<file path="config.mk">
export PLATFORM = sky130hd
export DESIGN_NAME = sensor_result_output_port
export DESIGN_NICKNAME = d
export VERILOG_FILES = /design/src/rtl/sensor_port_pkg.sv /design/src/rtl/sensor_result_output_port.sv
export SDC_FILE = /design/constraint.sdc
export NUM_CORES = 1
export LEC_CHECK = 0
export ABC_AREA = 1
export BUFFER_PORTS_ARGS = -buffer_cell sky130_fd_sc_hd__buf_4
export CORE_MARGIN = 5
export CORE_UTILIZATION = 45
export CTS_BUF_LIST = sky130_fd_sc_hd__clkbuf_2 sky130_fd_sc_hd__clkbuf_4 sky130_fd_sc_hd__clkbuf_8
export CTS_CLUSTER_SIZE = 40
export DETAILED_ROUTE_END_ITERATION = 8
export PLACE_DENSITY = 0.66
export SKIP_CTS_REPAIR_TIMING = 1
export SLEW_MARGIN = 10
export SYNTH_ARGS = -nofsm -noshare
export SYNTH_HDL_FRONTEND = slang
export SYNTH_SLANG_ARGS = --single-unit
export TNS_END_PERCENT = 20
</file>
<file path="constraint.sdc">
create_clock -name clk_sys -period 1.9 [get_ports clk_sys]
set_clock_uncertainty 0.15 [all_clocks]
set_input_delay 0.095 -clock clk_sys [delete_from_list [all_inputs] [get_ports clk_sys]]
set_output_delay 0.095 -clock clk_sys [all_outputs]
set_load 0.005 [all_outputs]
</file>
<file path="src/rtl/sensor_port_pkg.sv">
/*
 * Shared constants and types for the sensor result output port:
 * output routing codes, status codes, saturation value, bus rates and state.
 * Assumes a single 20 MHz system clock; bus pins arrive asynchronously.
 */
package sensor_port_pkg;

   // output route select codes
   localparam logic [2:0]  SEL_I2C       = 3'h1;
   localparam logic [2:0]  SEL_SPI       = 3'h3;
   localparam logic [2:0]  SEL_CAP       = 3'h4;
   localparam logic [2:0]  SEL_CAPTEMP   = 3'h6;
   // address lock code and factory configuration
   localparam logic [2:0]  LOCK_ON       = 3'h3;
   localparam logic [6:0]  FACTORY_ADDR  = 7'h28;
   localparam logic [2:0]  FACTORY_LOCK  = LOCK_ON;
   // status codes in the top two packet bits
   localparam logic [1:0]  ST_FRESH      = 2'h0;
   localparam logic [1:0]  ST_STALE      = 2'h1;
   localparam logic [1:0]  ST_CMD        = 2'h2;
   localparam logic [13:0] DIAG_SAT      = 14'h3fff;
   localparam logic [1:0]  PAD_BITS      = 2'h0;
   // bit counters
   localparam logic [2:0]  BYTE_LAST     = 3'h7;
   localparam logic [5:0]  SPI_ONE_BYTE  = 6'h08;
   // bus rates, in hertz
   localparam int          SYS_HZ        = 20_000_000;
   localparam int          I2C_STD_HZ    = 100_000;
   localparam int          I2C_FAST_HZ   = 400_000;
   localparam int          I2C_CAL_HZ    = 20_000;
   localparam int          SPI_MAX_HZ    = 800_000;
   // system cycles in the shortest half period of each bus clock
   localparam int          I2C_HALF_CYC  = SYS_HZ / (2 * I2C_FAST_HZ);
   localparam int          SPI_HALF_CYC  = SYS_HZ / (2 * SPI_MAX_HZ);

   typedef enum logic [6:0] {
      I_IDLE = 7'h01,
      I_ADDR = 7'h02,
      I_AACK = 7'h04,
      I_TX   = 7'h08,
      I_MACK = 7'h10,
      I_RX   = 7'h20,
      I_RACK = 7'h40
   } i2c_state_t;

   typedef struct packed {
      logic [13:0] cap;
      logic [13:0] temp;
   } result_t;

   typedef struct packed {
      logic [2:0]  scl_sync;
      logic [2:0]  sda_sync;
      logic [2:0]  ss_sync;
      i2c_state_t  ist;
      logic [2:0]  bit_cnt;
      logic [7:0]  rx_byte;
      logic [31:0] tx_shift;
      logic        rd_xfer;
      logic        mack_ok;
      logic        rx_armed;
      logic [5:0]  spi_bits;
      logic        spi_seen;
      logic        fresh;
      logic [6:0]  addr_reg;
      logic [2:0]  lock_reg;
      logic        sda_out;
      logic        sda_oe;
      logic        miso_out;
      logic        miso_oe;
      logic        ready_pin;
      logic        alarm_low_pin;
      logic        measure_req;
      logic [7:0]  cal_byte;
      logic        cal_strobe;
      logic        fetch_done;
   } state_t;

endpackage : sensor_port_pkg

</file>
<file path="src/rtl/sensor_result_output_port.sv">
/*
 * Result output port: pin routing by output select, I2C slave and
 * read-only SPI slave serving the 4-byte result packet.
 * Assumes scl, sda and ss_n come from pins (asynchronous, synchronised here),
 * bus clocks well below clk_sys/8, and result inputs stable on clk_sys.
 */
import sensor_port_pkg::*;

// Contract
// - route select enables I2C, SPI or density outputs
// - density streams take ready and low alarm pins
// - I2C slave runs at 100 and 400 kHz
// - answer own address only when lock engaged
// - shipped address 28 hex with lock engaged
// - SPI read only, clock up to 800 kHz
// - MISO changes on falling edge, swappable
// - either SPI clock idle level works unchanged
// - fetch, measure request, calibration by bus/mode
// - packet captured at transfer start, held throughout
// - results fourteen bits, most significant first
// - I2C fetch is address plus read, acknowledged
// - bytes keep coming until master NACK and stop
// - status bits top, capacitance fills two bytes
// - temperature in bytes three and four, padded
// - SPI packet 32 bits in fixed order
// - status codes fresh, stale, command mode
// - diagnostic error reports saturated 3fff values
module sensor_result_output_port (
   input  wire logic                      clk_sys,
   input  wire logic                      arst_n,
   input  wire logic [2:0]                output_sel,
   input  wire logic [6:0]                slave_address_field,
   input  wire logic [2:0]                addr_lock_field,
   input  wire logic                      cfg_load,
   input  wire logic                      spi_sample_edge,
   input  wire logic                      sleep_mode,
   input  wire logic                      command_mode,
   input  wire logic                      diag_error,
   input  wire sensor_port_pkg::result_t  result,
   input  wire logic                      result_valid,
   input  wire logic                      ready_in,
   input  wire logic                      alarm_low_in,
   input  wire logic                      cap_density_out,
   input  wire logic                      temp_density_out,
   input  wire logic                      scl_in,
   input  wire logic                      sda_in,
   output logic                           sda_out,
   output logic                           sda_oe,
   input  wire logic                      ss_n_in,
   output logic                           miso_out,
   output logic                           miso_oe,
   output logic                           ready_pin,
   output logic                           alarm_low_pin,
   output logic                           measure_req,
   output logic [7:0]                     cal_byte,
   output logic                           cal_strobe,
   output logic                           fetch_done
);
   import sensor_port_pkg::*;

   state_t      s_reg;
   state_t      s_next;
   logic        scl_rise;
   logic        scl_fall;
   logic        sda_now;
   logic        i2c_start;
   logic        i2c_stop;
   logic        ss_fall;
   logic        ss_rise;
   logic        sclk_rise;
   logic        sclk_fall;
   logic        i2c_on;
   logic        spi_on;
   logic        addr_hit;
   logic [1:0]  status;
   logic [13:0] cap_v;
   logic [13:0] temp_v;
   logic [31:0] packet;

   // edges seen on the second and third sampler stages only
   assign scl_rise  = s_reg.scl_sync[1] & ~s_reg.scl_sync[2];
   assign scl_fall  = ~s_reg.scl_sync[1] & s_reg.scl_sync[2];
   assign sda_now   = s_reg.sda_sync[1];
   // start and stop need scl high on two samples, so a data change that
   // lands in the same sample as an scl edge is not taken for either condition
   assign i2c_start = s_reg.scl_sync[1] & s_reg.scl_sync[2] & ~s_reg.sda_sync[1] & s_reg.sda_sync[2];
   assign i2c_stop  = s_reg.scl_sync[1] & s_reg.scl_sync[2] & s_reg.sda_sync[1] & ~s_reg.sda_sync[2];
   assign ss_fall   = ~s_reg.ss_sync[1] & s_reg.ss_sync[2];
   assign ss_rise   = s_reg.ss_sync[1] & ~s_reg.ss_sync[2];
   assign sclk_rise = scl_rise;
   assign sclk_fall = scl_fall;

   // I2C shares its pins with the density modes; SPI owns them alone
   assign spi_on = (output_sel == SEL_SPI);
   assign i2c_on = (output_sel == SEL_I2C) || (output_sel == SEL_CAP)
                   || (output_sel == SEL_CAPTEMP);

   // unlocked parts answer any address on the bus;
   // the address sits above the direction bit in the received byte
   assign addr_hit = (s_reg.lock_reg != LOCK_ON)
                     || (s_reg.rx_byte[7:1] == s_reg.addr_reg);

   // packet image, taken into the shift register only at transfer start
   assign status = command_mode ? ST_CMD : (s_reg.fresh ? ST_FRESH : ST_STALE);
   assign cap_v  = diag_error ? DIAG_SAT : result.cap;
   assign temp_v = diag_error ? DIAG_SAT : result.temp;
   assign packet = {status, cap_v, temp_v, PAD_BITS};

   // next-state logic for routing, I2C and SPI engines
   always_comb begin
      s_next             = s_reg;
      s_next.scl_sync    = {s_reg.scl_sync[1:0], scl_in};
      s_next.sda_sync    = {s_reg.sda_sync[1:0], sda_in};
      s_next.ss_sync     = {s_reg.ss_sync[1:0], ss_n_in};
      s_next.measure_req = 1'b0;
      s_next.cal_strobe  = 1'b0;
      s_next.fetch_done  = 1'b0;
      s_next.sda_out     = 1'b0;

      // shared pin routing
      s_next.ready_pin     = (output_sel == SEL_CAP || output_sel == SEL_CAPTEMP)
                             ? cap_density_out : ready_in;
      s_next.alarm_low_pin = (output_sel == SEL_CAPTEMP)
                             ? temp_density_out : alarm_low_in;

      // configuration word load; reset leaves factory values in place
      if (cfg_load) begin
         s_next.addr_reg = slave_address_field;
         s_next.lock_reg = addr_lock_field;
      end

      // I2C slave; bit action on synced SCL edges, start and stop on SDA edges, enough for 400 kHz
      if (!i2c_on) begin
         s_next.ist    = I_IDLE;
         s_next.sda_oe = 1'b0;
      end else if (i2c_start) begin
         // the scl fall closing a start finds bit_cnt at zero; the armed
         // flag keeps it from passing for a complete byte
         s_next.ist      = I_ADDR;
         s_next.bit_cnt  = 3'h0;
         s_next.rx_armed = 1'b0;
         s_next.sda_oe   = 1'b0;
      end else if (i2c_stop) begin
         // the read only counts once the bus is released
         if (s_reg.rd_xfer)
            s_next.fetch_done = 1'b1;
         s_next.rd_xfer = 1'b0;
         s_next.ist     = I_IDLE;
         s_next.sda_oe  = 1'b0;
      end else begin
         case (s_reg.ist)
            I_ADDR, I_RX: begin
               if (scl_rise) begin
                  s_next.rx_byte  = {s_reg.rx_byte[6:0], sda_now};
                  s_next.bit_cnt  = s_reg.bit_cnt + 3'h1;
                  s_next.rx_armed = 1'b1;
               end else if (scl_fall && s_reg.bit_cnt == 3'h0 && s_reg.rx_armed) begin
                  // eight bits in: acknowledge or drop out
                  s_next.rx_armed = 1'b0;
                  if (s_reg.ist == I_RX) begin
                     s_next.sda_oe = 1'b1;
                     s_next.ist    = I_RACK;
                     if (command_mode) begin
                        s_next.cal_byte   = s_reg.rx_byte;
                        s_next.cal_strobe = 1'b1;
                     end
                  end else if (addr_hit) begin
                     s_next.sda_oe = 1'b1;
                     s_next.ist    = I_AACK;
                     if (s_reg.rx_byte[0])
                        s_next.tx_shift = packet;
                  end else begin
                     s_next.ist = I_IDLE;
                  end
               end
            end
            I_AACK: begin
               if (scl_fall) begin
                  s_next.bit_cnt = 3'h0;
                  if (s_reg.rx_byte[0]) begin
                     s_next.ist     = I_TX;
                     s_next.rd_xfer = 1'b1;
                     // first data bit one cycle after the fall, inside hold time
                     s_next.sda_oe  = ~s_reg.tx_shift[31];
                  end else begin
                     s_next.ist    = I_RX;
                     s_next.sda_oe = 1'b0;
                     // address plus write wakes a sleeping part
                     if (sleep_mode && !command_mode)
                        s_next.measure_req = 1'b1;
                  end
               end
            end
            I_TX: begin
               if (scl_fall) begin
                  // rotate so a long read wraps instead of sending junk
                  s_next.tx_shift = {s_reg.tx_shift[30:0], s_reg.tx_shift[31]};
                  s_next.bit_cnt  = s_reg.bit_cnt + 3'h1;
                  if (s_reg.bit_cnt == BYTE_LAST) begin
                     s_next.sda_oe = 1'b0;
                     s_next.ist    = I_MACK;
                  end else begin
                     s_next.sda_oe = ~s_reg.tx_shift[30];
                  end
               end
            end
            I_MACK: begin
               if (scl_rise)
                  s_next.mack_ok = ~sda_now;
               else if (scl_fall) begin
                  s_next.bit_cnt = 3'h0;
                  if (s_reg.mack_ok) begin
                     s_next.ist    = I_TX;
                     s_next.sda_oe = ~s_reg.tx_shift[31];
                  end else begin
                     // a nack ends the stream; the stop then counts the fetch
                     s_next.ist = I_IDLE;
                  end
               end
            end
            I_RACK: begin
               if (scl_fall) begin
                  s_next.sda_oe  = 1'b0;
                  s_next.bit_cnt = 3'h0;
                  s_next.ist     = I_RX;
               end
            end
            default: begin
               s_next.ist    = I_IDLE;
               s_next.sda_oe = 1'b0;
            end
         endcase
      end

      // read-only SPI slave; slave select ignored in every other mode
      if (!spi_on) begin
         s_next.miso_oe = 1'b0;
      end else if (ss_fall) begin
         // later results wait here until the next select
         s_next.tx_shift = packet;
         s_next.miso_out = packet[31];
         s_next.miso_oe  = 1'b1;
         s_next.spi_bits = 6'h00;
         s_next.spi_seen = 1'b0;
      end else if (ss_rise) begin
         s_next.miso_oe = 1'b0;
         // a length counts when its bit total modulo 64 is at least one byte; short reads are allowed
         if (s_reg.spi_bits >= SPI_ONE_BYTE)
            s_next.fetch_done = 1'b1;
         // in sleep a read doubles as a measurement request
         if (sleep_mode && s_reg.spi_bits >= SPI_ONE_BYTE)
            s_next.measure_req = 1'b1;
      end else if (!s_reg.ss_sync[1]) begin
         // sample edge counts a bit; shift edge only after a sample edge,
         // so a leading shift edge from either idle level is harmless
         if ((spi_sample_edge ? sclk_fall : sclk_rise)) begin
            s_next.spi_seen = 1'b1;
            s_next.spi_bits = s_reg.spi_bits + 6'h01;
         end else if ((spi_sample_edge ? sclk_rise : sclk_fall) && s_reg.spi_seen) begin
            s_next.tx_shift = {s_reg.tx_shift[30:0], 1'b0};
            s_next.miso_out = s_reg.tx_shift[30];
         end
      end

      // fresh flag: a new result wins over a fetch in the same cycle
      // a result landing mid-frame is cleared by that frame's fetch_done and reads stale next time
      if (s_reg.fetch_done)
         s_next.fresh = 1'b0;
      if (result_valid)
         s_next.fresh = 1'b1;
   end

   // the whole state in one register
   always_ff @(posedge clk_sys or negedge arst_n) begin
      if (!arst_n) begin
         s_reg          <= '0;
         // samplers start at the idle level of every bus pin
         s_reg.scl_sync <= 3'h7;
         s_reg.sda_sync <= 3'h7;
         s_reg.ss_sync  <= 3'h7;
         s_reg.ist      <= I_IDLE;
         s_reg.addr_reg <= FACTORY_ADDR;
         s_reg.lock_reg <= FACTORY_LOCK;
      end else begin
         s_reg <= s_next;
      end
   end

   // outputs come straight from the state register
   assign sda_out       = s_reg.sda_out;
   assign sda_oe        = s_reg.sda_oe;
   assign miso_out      = s_reg.miso_out;
   assign miso_oe       = s_reg.miso_oe;
   assign ready_pin     = s_reg.ready_pin;
   assign alarm_low_pin = s_reg.alarm_low_pin;
   assign measure_req   = s_reg.measure_req;
   assign cal_byte      = s_reg.cal_byte;
   assign cal_strobe    = s_reg.cal_strobe;
   assign fetch_done    = s_reg.fetch_done;

endmodule : sensor_result_output_port

</file>
======== Word-level counts from Yosys, hierarchy flattened ========
Cells that the tools add are included.
Widths: inputs -> output; s select.
storage, ports and cells
  flip-flop bits (word level) ............. 96
  word-level logic and storage cells ...... 217
operators by class
  add/sub/neg operators ................... 2
  $lt $le $gt $ge ......................... 1
  equality and inequality tests ........... 34
  multiplexer cells ....................... 105
  bitwise logic cells ..................... 20
  reductions and logical operators ........ 31
operators with widths
  operator            count
  $mux 32             12
  $mux 10             7
  $mux 7              10
  $pmux 32 s2         1
  $mux 1              52
  $mux 9              5
  $ne 5x5->1 const B  9
  $mux 43             1
  $mux 35             1
  $pmux 7 s5          1
  $mux 34             1
  $mux 11             3
  $mux 14             2
  $ne 3x3->1 const B  7
  $reduce_and 5->1    4
  $reduce_and 9->1    2
  $reduce_and 8->1    2
  $pmux 3 s5          1
  $reduce_bool 2->1   7
  $not 1->1           11
  $and 1x1->1         9
  $eq 3x3->1 const B  3
  $mux 8              1
  $reduce_and 4->1    2
  28 further kinds    39

======== Depth between registers and ports, before layout ========
Gate-level depths: netlist of the first run.
  word-level depth ........................ 17
  depth in mapped cells ................... 16
  mapped depth without buffers ............ 16

======== Least setup slack after synthesis of the first run ========
Ideal clock, no wire load.
  kind .................................... reg-to-reg
  start point ............................. register s_reg (netlist bit s_next[90])
  end point ............................... register s_reg[53] in the netlist's numbering
  arrival time ............................ 1.836 ns
  slack ................................... -0.151 ns
  stages on the path, launching flop included .. 10
  path buffers ............................ 2
  clock period less this slack ............ 2.051 ns
  path through ............................ dfstp_2 -> inv_1 -> ha_1 -> inv_1 -> clkbuf_1 -> clkbuf_1 -> o21ai_0 -> o21ai_0 -> nand2_1 -> nand2_1
RTL lines
  item                    RTL line                          text
  start, declared         sensor_result_output_port.sv:61   state_t s_reg;
  start signal, assigned  sensor_result_output_port.sv:285  s_reg <= s_next;

==> results of run 1 <==
[cells by family after synthesis]
family | Yosys count | share of synthesized area [%]
adders and majority gates | 7 | 1.28
buffers and inverters | 195 | 12.1
xor gates and xnor gates | 4 | 0.514
DFF | 96 | 35.5
AOI/OAI and AO/OA | 231 | 19.8
other | 1 | 0.0550
and+or+nand+nor | 472 | 30.1
muxes | 4 | 0.660
[worst paths after layout]
check | startpoint | endpoint | slack (ns) | depth (start not counted)
min reg2reg | s_next[92] | s_next[93] | 0.20 | 0
max reg2reg | s_reg[96] | s_reg[42] | -0.26 | 11
max in group asynchronous | arst_n | s_reg[41] | 0.93 | 3
min in group asynchronous | arst_n | s_reg[61] | 0.04 | 2
min | result[10] | s_reg[50] | -0.05 | 6
max | s_reg[96] | s_reg[42] | -0.26 | 11
[report_power, final]
| part | total (mW) | switching (mW) | internal (mW) |
|---|---|---|---|
| logic | 1.87 | 1.04 | 0.833 |
| clock network | 1.51 | 0.866 | 0.648 |
| registers | 2.57 | 0.247 | 2.32 |
[layer usage]
metal  global-route usage, %  share of wire [%]  vias to the layer above
li1                        -                  -                     3639
met1                    30.1                 41                     3459
met2                    37.8                 49                      317
met3                    4.12                7.3                       48
met4                    5.31                2.5                        0
met5                       0                  0                        -
[cells in the final DEF (no fill, tap or decap), drive strengths merged, types with 4 or more instances in the layout]
master	instances
a21oi	42
a22oi	7
buf	189
clkbuf	12
dfrtp	82
dfstp	14
dlygate4sd3	57
ha	7
inv	141
mux2	4
nand2	338
nand3	52
nor2	56
nor3	9
o211ai	17
o21ai	135
o22ai	13
or2	12
[area by class of cell]
type | instances | share of cell area [%]
tap | 188 | 2.46
inverter | 139 | 5.58
clock buffer | 10 | 1.37
sequential | 96 | 25.3
multi-input combinational | 721 | 41.1
clock inverter | 6 | 0.798
timing repair buffer | 248 | 23.4
[worst reg2reg max path, stage by stage (launching register included)]
cell,delay [ns]
dfstp_2,0.55
inv_2,0.05
nor2_4,0.14
buf_12,0.14
o211ai_1,0.10
buf_4,0.16
nor3_4,0.17
inv_4,0.09
buf_12,0.15
clkbuf_16,0.17
a21oi_1,0.14
o21ai_1,0.07
[per-stage QoR]
step	cells	hold slack (ns)
6_report	1408	-0.0466
5_1_grt	1408	0.00317
4_1_cts	1330	-0.483
3_5_place_dp	1314	-0.0490
3_3_place_gp	1314	-0.0485
2_1_floorplan	1010	-0.351
==> results.py, run 1 <==
metrics = {
    "status": {
        "status": "finished with violations",
        "violations": "hold timing, setup timing",
    },
    "logic_synthesis": {
        "synth_seq_area_share_pct": 35.5,
        "synth_top_area_share_pct": 30.1,
        "synth_edf_count": 0,
        "synth_top_area_cell": "dfrtp_1",
        "synth_area_um2": 6820,
        "yosysWarnings": 0,
        "synth_area_leaders": "dfrtp_1, nand2_1, o21ai_0",
        "ys_ff_latch": 96,
        "synth_cells": 1010,
        "synthArstFlopShare_pct": 100,
        "ys_types": 55,
        "synth.avg_cell_area_um2": 6.75,
        "synth_flop_cell": "dfrtp_1",
        "synth_most_common_cell": "nand2_1",
        "synth_commonest_cells": "nand2_1, inv_1, o21ai_0",
        "syn_nets": 1073,
    },
    "critical_path": {
        "cp_top_family": "buffers and inverters",
        "cp.arrival_ns": 2.30,
        "critPathKind": "flip-flop to flip-flop",
        "crit_chain": "inv_2 > nor2_4 > buf_12 > o211ai_1 > buf_4 > nor3_4 > inv_4 > buf_12 > clkbuf_16 > a21oi_1 > o21ai_1",
        "critPathMaxStageDelay_ns": 0.55,
        "required_ns": 2.05,
        "cp_slowest_cell": "dfstp_2",
        "startpoint_type": "flip-flop",
        "path_buf_inv": 6,
        "path_max_fanout": 7,
        "cp_common_cell": "buf_12",
        "end_kind": "flip-flop",
    },
    "place": {
        "place_area_um2": 8210,
        "finalWeightedCongestion": 0.909,
        "hpwl_um": 14300,
        "pre_cts_slack_ns": -0.266,
        "portBuffers": 71,
    },
    "final_layout": {
        "multiInputGateArea_um2": 3930,
        "final_cell_area_um2": 9560,
        "seqCellArea_um2": 2420,
        "drive_gt1_share_pct": 29.9,
        "antenna_cells": 0,
        "area_delta_synth_final_pct": 40.2,
        "largest_reg_flops": 74,
        "n_fill_cell": 1317,
        "nNetsFinal": 1278,
        "postLayoutCoreUtil_pct": 63.6,
    },
    "drt": {
        "ant_nets": 0,
        "drtIter0Drc": 607,
        "wl_per_cell_um": 15.9,
        "num_vias": 7463,
        "viasPerCell": 5.30,
        "post-route-drc-count": 0,
        "first_pass_iters": 7,
        "routed_wirelength_um": 22400,
    },
    "grt": {
        "grt_max_degree": 39,
        "grt.overflow.total": 0,
        "grt_pass1_wl_um": 32500,
        "grt_pass1_vias": 6481,
        "grt_use_total_pct": 22.4,
        "grt_antenna_before_repair": 0,
    },
    "clock_network": {
        "numCtsBuffers": 9,
        "cts_root_buf": "clkbuf_8",
        "cts_tree": "yes",
        "clock_latency_ns": 0.41,
        "h-tree-depth": 3,
        "cts_sinks": 96,
        "clk_pin_slew_worst_paths_ns": 0.11,
        "clock_path_buffers": 2,
    },
    "pwr": {
        "power.density_nw_per_um2": 623,
        "p_total_mw": 5.95,
        "vdd_ir_drop_max_uv": 429,
        "p_leak_nw": 4.84,
    },
    "floorplan": {
        "rows": 45,
        "initial_core_util_pct": 45.4,
        "die_area_um2": 17700,
        "io_pins": 73,
        "core_area_um2": 15000,
        "fp.dieH_um": 133,
        "die_w_um": 133,
    },
    "timing": {
        "hold_violations": 3,
        "finalCritPeriodShare_pct": 113,
        "hold_slack_ns": -0.0466,
        "setup_violations": 53,
        "worst_pin_slew_ns": 0.504,
        "timing.final.max_slew_violations": 0,
        "fmax_ghz": 0.464,
        "rsz0062_at_grt": "true",
        "final.min_clock_period_ns": 2.16,
        "relSlewSlack_pct": 66.3,
        "worst_slack_ns": -0.256,
        "tns_ns": -7.99,
    },
    "min_path": {
        "hold_class": "input port to flip-flop",
    },
    "job": {
        "maxCapViolations": 0,
    },
}
Power figures use the tool's default switching activity.
==> run 2, diff against run 1 <==
PLACE_DENSITY = 0.64   (was 0.66)
clock period = 2 ns   (was 1.9 ns; I/O delays follow)
==> results.py, run 2 (same netlist as run 1, synthesis figures left out) <==
metrics = {
    "place": {
        "post-place-cells": 1296,
        "finalWeightedCongestion": 0.894,
        "place_area_um2": 8030,
        "portBuffers": 71,
        "hpwl_um": 14100,
    },
    "pwr": {
        "power.density_nw_per_um2": 606,
        "p_leak_nw": 4.74,
        "vdd_ir_drop_max_uv": 375,
        "p_total_mw": 5.63,
    },
    "critical_path": {
        "critPathKind": "flip-flop to flip-flop",
        "startpoint_type": "flip-flop",
        "cp.arrival_ns": 2.43,
        "path_max_fanout": 14,
        "required_ns": 2.21,
        "end_kind": "flip-flop",
    },
    "final_layout": {
        "largest_reg_flops": 74,
        "area_delta_synth_final_pct": 36.2,
        "layoutNonFillerInstCount": 1388,
        "drive_gt1_share_pct": 27.6,
        "final_common_cell": "nand2_1",
        "nNetsFinal": 1258,
        "final_cell_area_um2": 9290,
        "final_cell_mix": "nand2_1, buf_4, inv_1",
        "antenna_cells": 0,
    },
    "floorplan": {
        "io_pins": 73,
        "core_area_um2": 15000,
        "initial_core_util_pct": 45.4,
        "die_w_um": 133,
        "fp.dieH_um": 133,
        "die_area_um2": 17700,
        "rows": 45,
    },
    "drt": {
        "post-route-drc-count": 0,
        "drtIter0Drc": 591,
        "num_vias": 7366,
        "viasPerCell": 5.31,
        "wl_per_cell_um": 15.8,
        "ant_nets": 0,
        "routed_wirelength_um": 21900,
        "first_pass_iters": 5,
    },
    "clock_network": {
        "h-tree-depth": 3,
        "clock_latency_ns": 0.40,
        "clk_pin_slew_worst_paths_ns": 0.12,
        "clock_path_buffers": 2,
        "cts_root_buf": "clkbuf_8",
        "numCtsBuffers": 9,
        "cts_tree": "yes",
        "cts_sinks": 96,
    },
    "job": {
        "maxCapViolations": 0,
    },
    "grt": {
        "grt_use_total_pct": 22.7,
        "grt_antenna_before_repair": 0,
        "grt_pass1_wl_um": 32800,
        "grt_max_degree": 39,
        "grt_pass1_vias": 6499,
        "grt.overflow.total": 0,
    },
    "status": {
        "violations": "hold timing, setup timing",
        "status": "finished with violations",
    },
    "timing": {
        "fmax_ghz": 0.450,
        "tns_ns": -4.86,
        "hold_slack_ns": -0.0557,
        "rsz0062_at_grt": "true",
        "setup_violations": 40,
        "finalCritPeriodShare_pct": 111,
        "timing.final.max_slew_violations": 0,
        "final.min_clock_period_ns": 2.22,
        "hold_violations": 6,
        "worst_slack_ns": -0.221,
    },
    "min_path": {
        "hold_class": "input port to flip-flop",
    },
}
[run 2: stage by stage]
stage	setup WS [ns]	util [%]	hold slack (ns)
final	-0.221	61.8	-0.0557
after global routing	-0.418	61.8	0.00671
after CTS	-0.204	54.9	-0.544
after detailed placement	-0.173	53.4	-0.104
after global placement	-0.124	53.4	-0.104
after floorplan	-0.0195	-	-0.346
[run 2: worst max-delay path, cell delays in order (launching register included)]
cell      delay [ns]
dfstp_2         0.56
inv_2           0.05
nor2_4          0.13
buf_4           0.13
o211ai_1        0.08
buf_4           0.16
nor3_4          0.22
inv_4           0.11
buf_12          0.17
o21ai_0         0.16
inv_1           0.07
nand2_1         0.08
nand2_1         0.06
nand2_1         0.05
[run 2: path summary, 6_finish.rpt]
| path | startpoint | end | slack, ns | cells past startpoint |
|---|---|---|---|---|
| worst max-delay path | s_reg[96] | s_reg[45] | -0.22 | 13 |
| worst max register to register | s_reg[96] | s_reg[45] | -0.22 | 13 |
| worst min register to register | s_next[89] | s_next[90] | 0.22 | 0 |
| min in group asynchronous | arst_n | ready_pin | 0 | 2 |
| worst min-delay path | result[26] | s_reg[66] | -0.06 | 7 |
| max in group asynchronous | arst_n | s_next[93] | 1.09 | 3 |
[run 2: cell type report]
cell class,instances,area [um^2]
timing repair buffer,228,2070
multi-input combinational,721,3810
clock buffer,9,124
sequential,96,2420
fill,1361,5750
inverter,139,536
clock inverter,7,96.3
tap,188,235
[run 2: per-layer routing]
| metal | vias to the layer above | track usage (%) | part of all wire [%] |
|---|---|---|---|
| met5 | - | 0 | 0 |
| met4 | 0 | 5.71 | 1.8 |
| met3 | 32 | 4.46 | 6.4 |
| met2 | 292 | 38.2 | 49 |
| met1 | 3441 | 30.3 | 43 |
| li1 | 3601 | - | - |
[run 2: where the power goes]
group	internal (mW)	total [mW]	switching [mW]
Sequential	2.20	2.43	0.226
Clock	0.620	1.49	0.874
Combinational	0.746	1.70	0.956
Total	3.57	5.63	2.06
==> run 3, diff against run 2 <==
CTS_BUF_LIST = default   (was sky130_fd_sc_hd__clkbuf_2 sky130_fd_sc_hd__clkbuf_4 sky130_fd_sc_hd__clkbuf_8)
clock period = 2.3 ns   (was 2 ns; I/O delays follow)
==> results.py, run 3 (same netlist as run 1, synthesis figures left out) <==
metrics = {
    "drt": {
        "first_pass_iters": 5,
        "post-route-drc-count": 0,
        "ant_nets": 0,
        "drtIter0Drc": 654,
        "viasPerCell": 5.28,
        "num_vias": 6941,
        "routed_wirelength_um": 20300,
        "wl_per_cell_um": 15.5,
    },
    "critical_path": {
        "cp.arrival_ns": 2.25,
        "startpoint_type": "flip-flop",
        "crit_path_end": "s_reg[50]",
        "r2r_end": "s_reg[50]",
        "rrSetupSlack_ns": 0.15,
        "cp-startpoint": "s_reg[81]",
        "path_max_fanout": 8,
        "rr_startpoint": "s_reg[81]",
        "reg2reg_depth": 14,
        "required_ns": 2.40,
        "critPathKind": "flip-flop to flip-flop",
        "end_kind": "flip-flop",
    },
    "clock_network": {
        "h-tree-depth": 3,
        "clock_latency_ns": 0.36,
        "cts_root_buf": "clkbuf_16",
        "clock_path_buffers": 2,
        "numCtsBuffers": 9,
        "cts_sinks": 96,
        "cts_tree": "yes",
        "clk_pin_slew_worst_paths_ns": 0.07,
    },
    "final_layout": {
        "largest_reg_flops": 74,
        "nNetsFinal": 1185,
        "final_common_cell": "nand2_1",
        "n_fill_cell": 1466,
        "antenna_cells": 0,
        "drive_gt1_share_pct": 21.2,
        "area_delta_synth_final_pct": 24.8,
        "final_cell_mix": "nand2_1, inv_1, buf_4",
    },
    "grt": {
        "grt.overflow.total": 0,
        "grt_max_degree": 45,
        "grt_antenna_before_repair": 0,
        "grt_use_total_pct": 22.2,
        "grt_pass1_wl_um": 32200,
        "grt_pass1_vias": 6316,
    },
    "status": {
        "status": "finished with violations",
        "violations": "hold timing",
    },
    "floorplan": {
        "die_w_um": 133,
        "fp.dieH_um": 133,
        "rows": 45,
        "die_area_um2": 17700,
        "core_area_um2": 15000,
        "initial_core_util_pct": 45.4,
        "io_pins": 73,
    },
    "timing": {
        "timing.final.max_slew_violations": 0,
        "hold_slack_ns": -0.0578,
        "setup_violations": 0,
        "final.min_clock_period_ns": 2.15,
        "fmax_ghz": 0.464,
        "finalCritPeriodShare_pct": 93.7,
        "hold_violations": 13,
        "tns_ns": 0,
    },
    "pwr": {
        "p_sw_mw": 1.73,
        "power.density_nw_per_um2": 599,
        "power_frac_clock_pct": 32.6,
        "p_int_mw": 3.37,
        "vdd_ir_drop_max_uv": 412,
        "combinationalPowerShare_pct": 25.9,
        "power.share.sequential_pct": 41.5,
        "p_total_mw": 5.10,
        "p_sw_share_pct": 33.8,
        "p_leak_nw": 4.36,
    },
    "min_path": {
        "hold_class": "input port to flip-flop",
        "min_from": "cfg_load",
    },
    "place": {
        "hpwl_um": 13700,
        "portBuffers": 71,
        "finalWeightedCongestion": 0.855,
    },
    "job": {
        "maxCapViolations": 0,
    },
}
run 3: cell types whose count changed in the layout (fill, tap and decap cells not counted), sizes merged:
cell,previous run,this run
a21o,2,1
clkinv,2,1
buf,171,123
clkinvlp,1,0
dlygate4sd3,55,34
inv,142,143
clkbuf,11,10
nand2,337,336
run 3: final cells by class:
class                   count  area [um^2]  area share [%]
clock buffers              10          239            2.81
clock inverters             6         81.3           0.955
inverters                 139          531            6.23
multi-input cells         719         3640            42.7
flip-flops and latches     96         2420            28.4
well taps                 188          235            2.76
repair buffers            157         1370            16.1
run 3: worst max-delay path: stages (launching register included):
cell      delay [ns]
dfstp_2         0.55
nor2_4          0.05
nand2_2         0.09
nor2_4          0.06
buf_4           0.14
nor2_4          0.11
buf_12          0.13
nand3_4         0.14
buf_4           0.20
o211ai_2        0.13
nand2_1         0.09
nand2_1         0.06
nand2_1         0.05
nand2_1         0.05
nand2_1         0.04
run 3: metrics by stage:
step,setup slack [ns],area [um^2],utilization (%),std cells,hold WS (ns)
3_3_place_gp,0.0586,7670,51.0,1255,-0.0468
6_report,0.146,8510,56.6,1315,-0.0578
2_1_floorplan,0.249,6820,-,1010,-0.331
3_5_place_dp,-0.00678,7670,51.0,1255,-0.0503
4_1_cts,-0.0224,7990,53.2,1271,-0.430
5_1_grt,-0.0461,8510,56.6,1315,0.000190
run 3: per-layer routing:
metal,vias up,share of wire [%],GRT usage (%)
met5,-,0,0
met4,0,2.3,7.66
met3,33,5.4,2.91
met2,221,48,36.2
met1,3230,45,30.7
li1,3457,-,-
run 3: worst min path at each step:
stage	end	slack, ns	cells past startpoint
2_1_floorplan	alarm_low_pin	-0.33	0
3_3_place_gp	ready_pin	-0.05	1
3_5_place_dp	ready_pin	-0.05	1
4_1_cts	ready_pin	-0.43	1
5_1_grt	s_reg[46]	0.0002	5
6_report	s_reg[26]	-0.06	2
run 3: power groups by stage:
stage	clock network (mW)	registers (mW)	logic, mW
6_report	1.66	2.11	1.32
3_3_place_gp	0	2.14	1.21
4_1_cts	1.68	2.11	1.24
5_1_grt	1.75	2.14	1.50
3_5_place_dp	0	2.14	1.23
2_1_floorplan	0	2.08	0.866
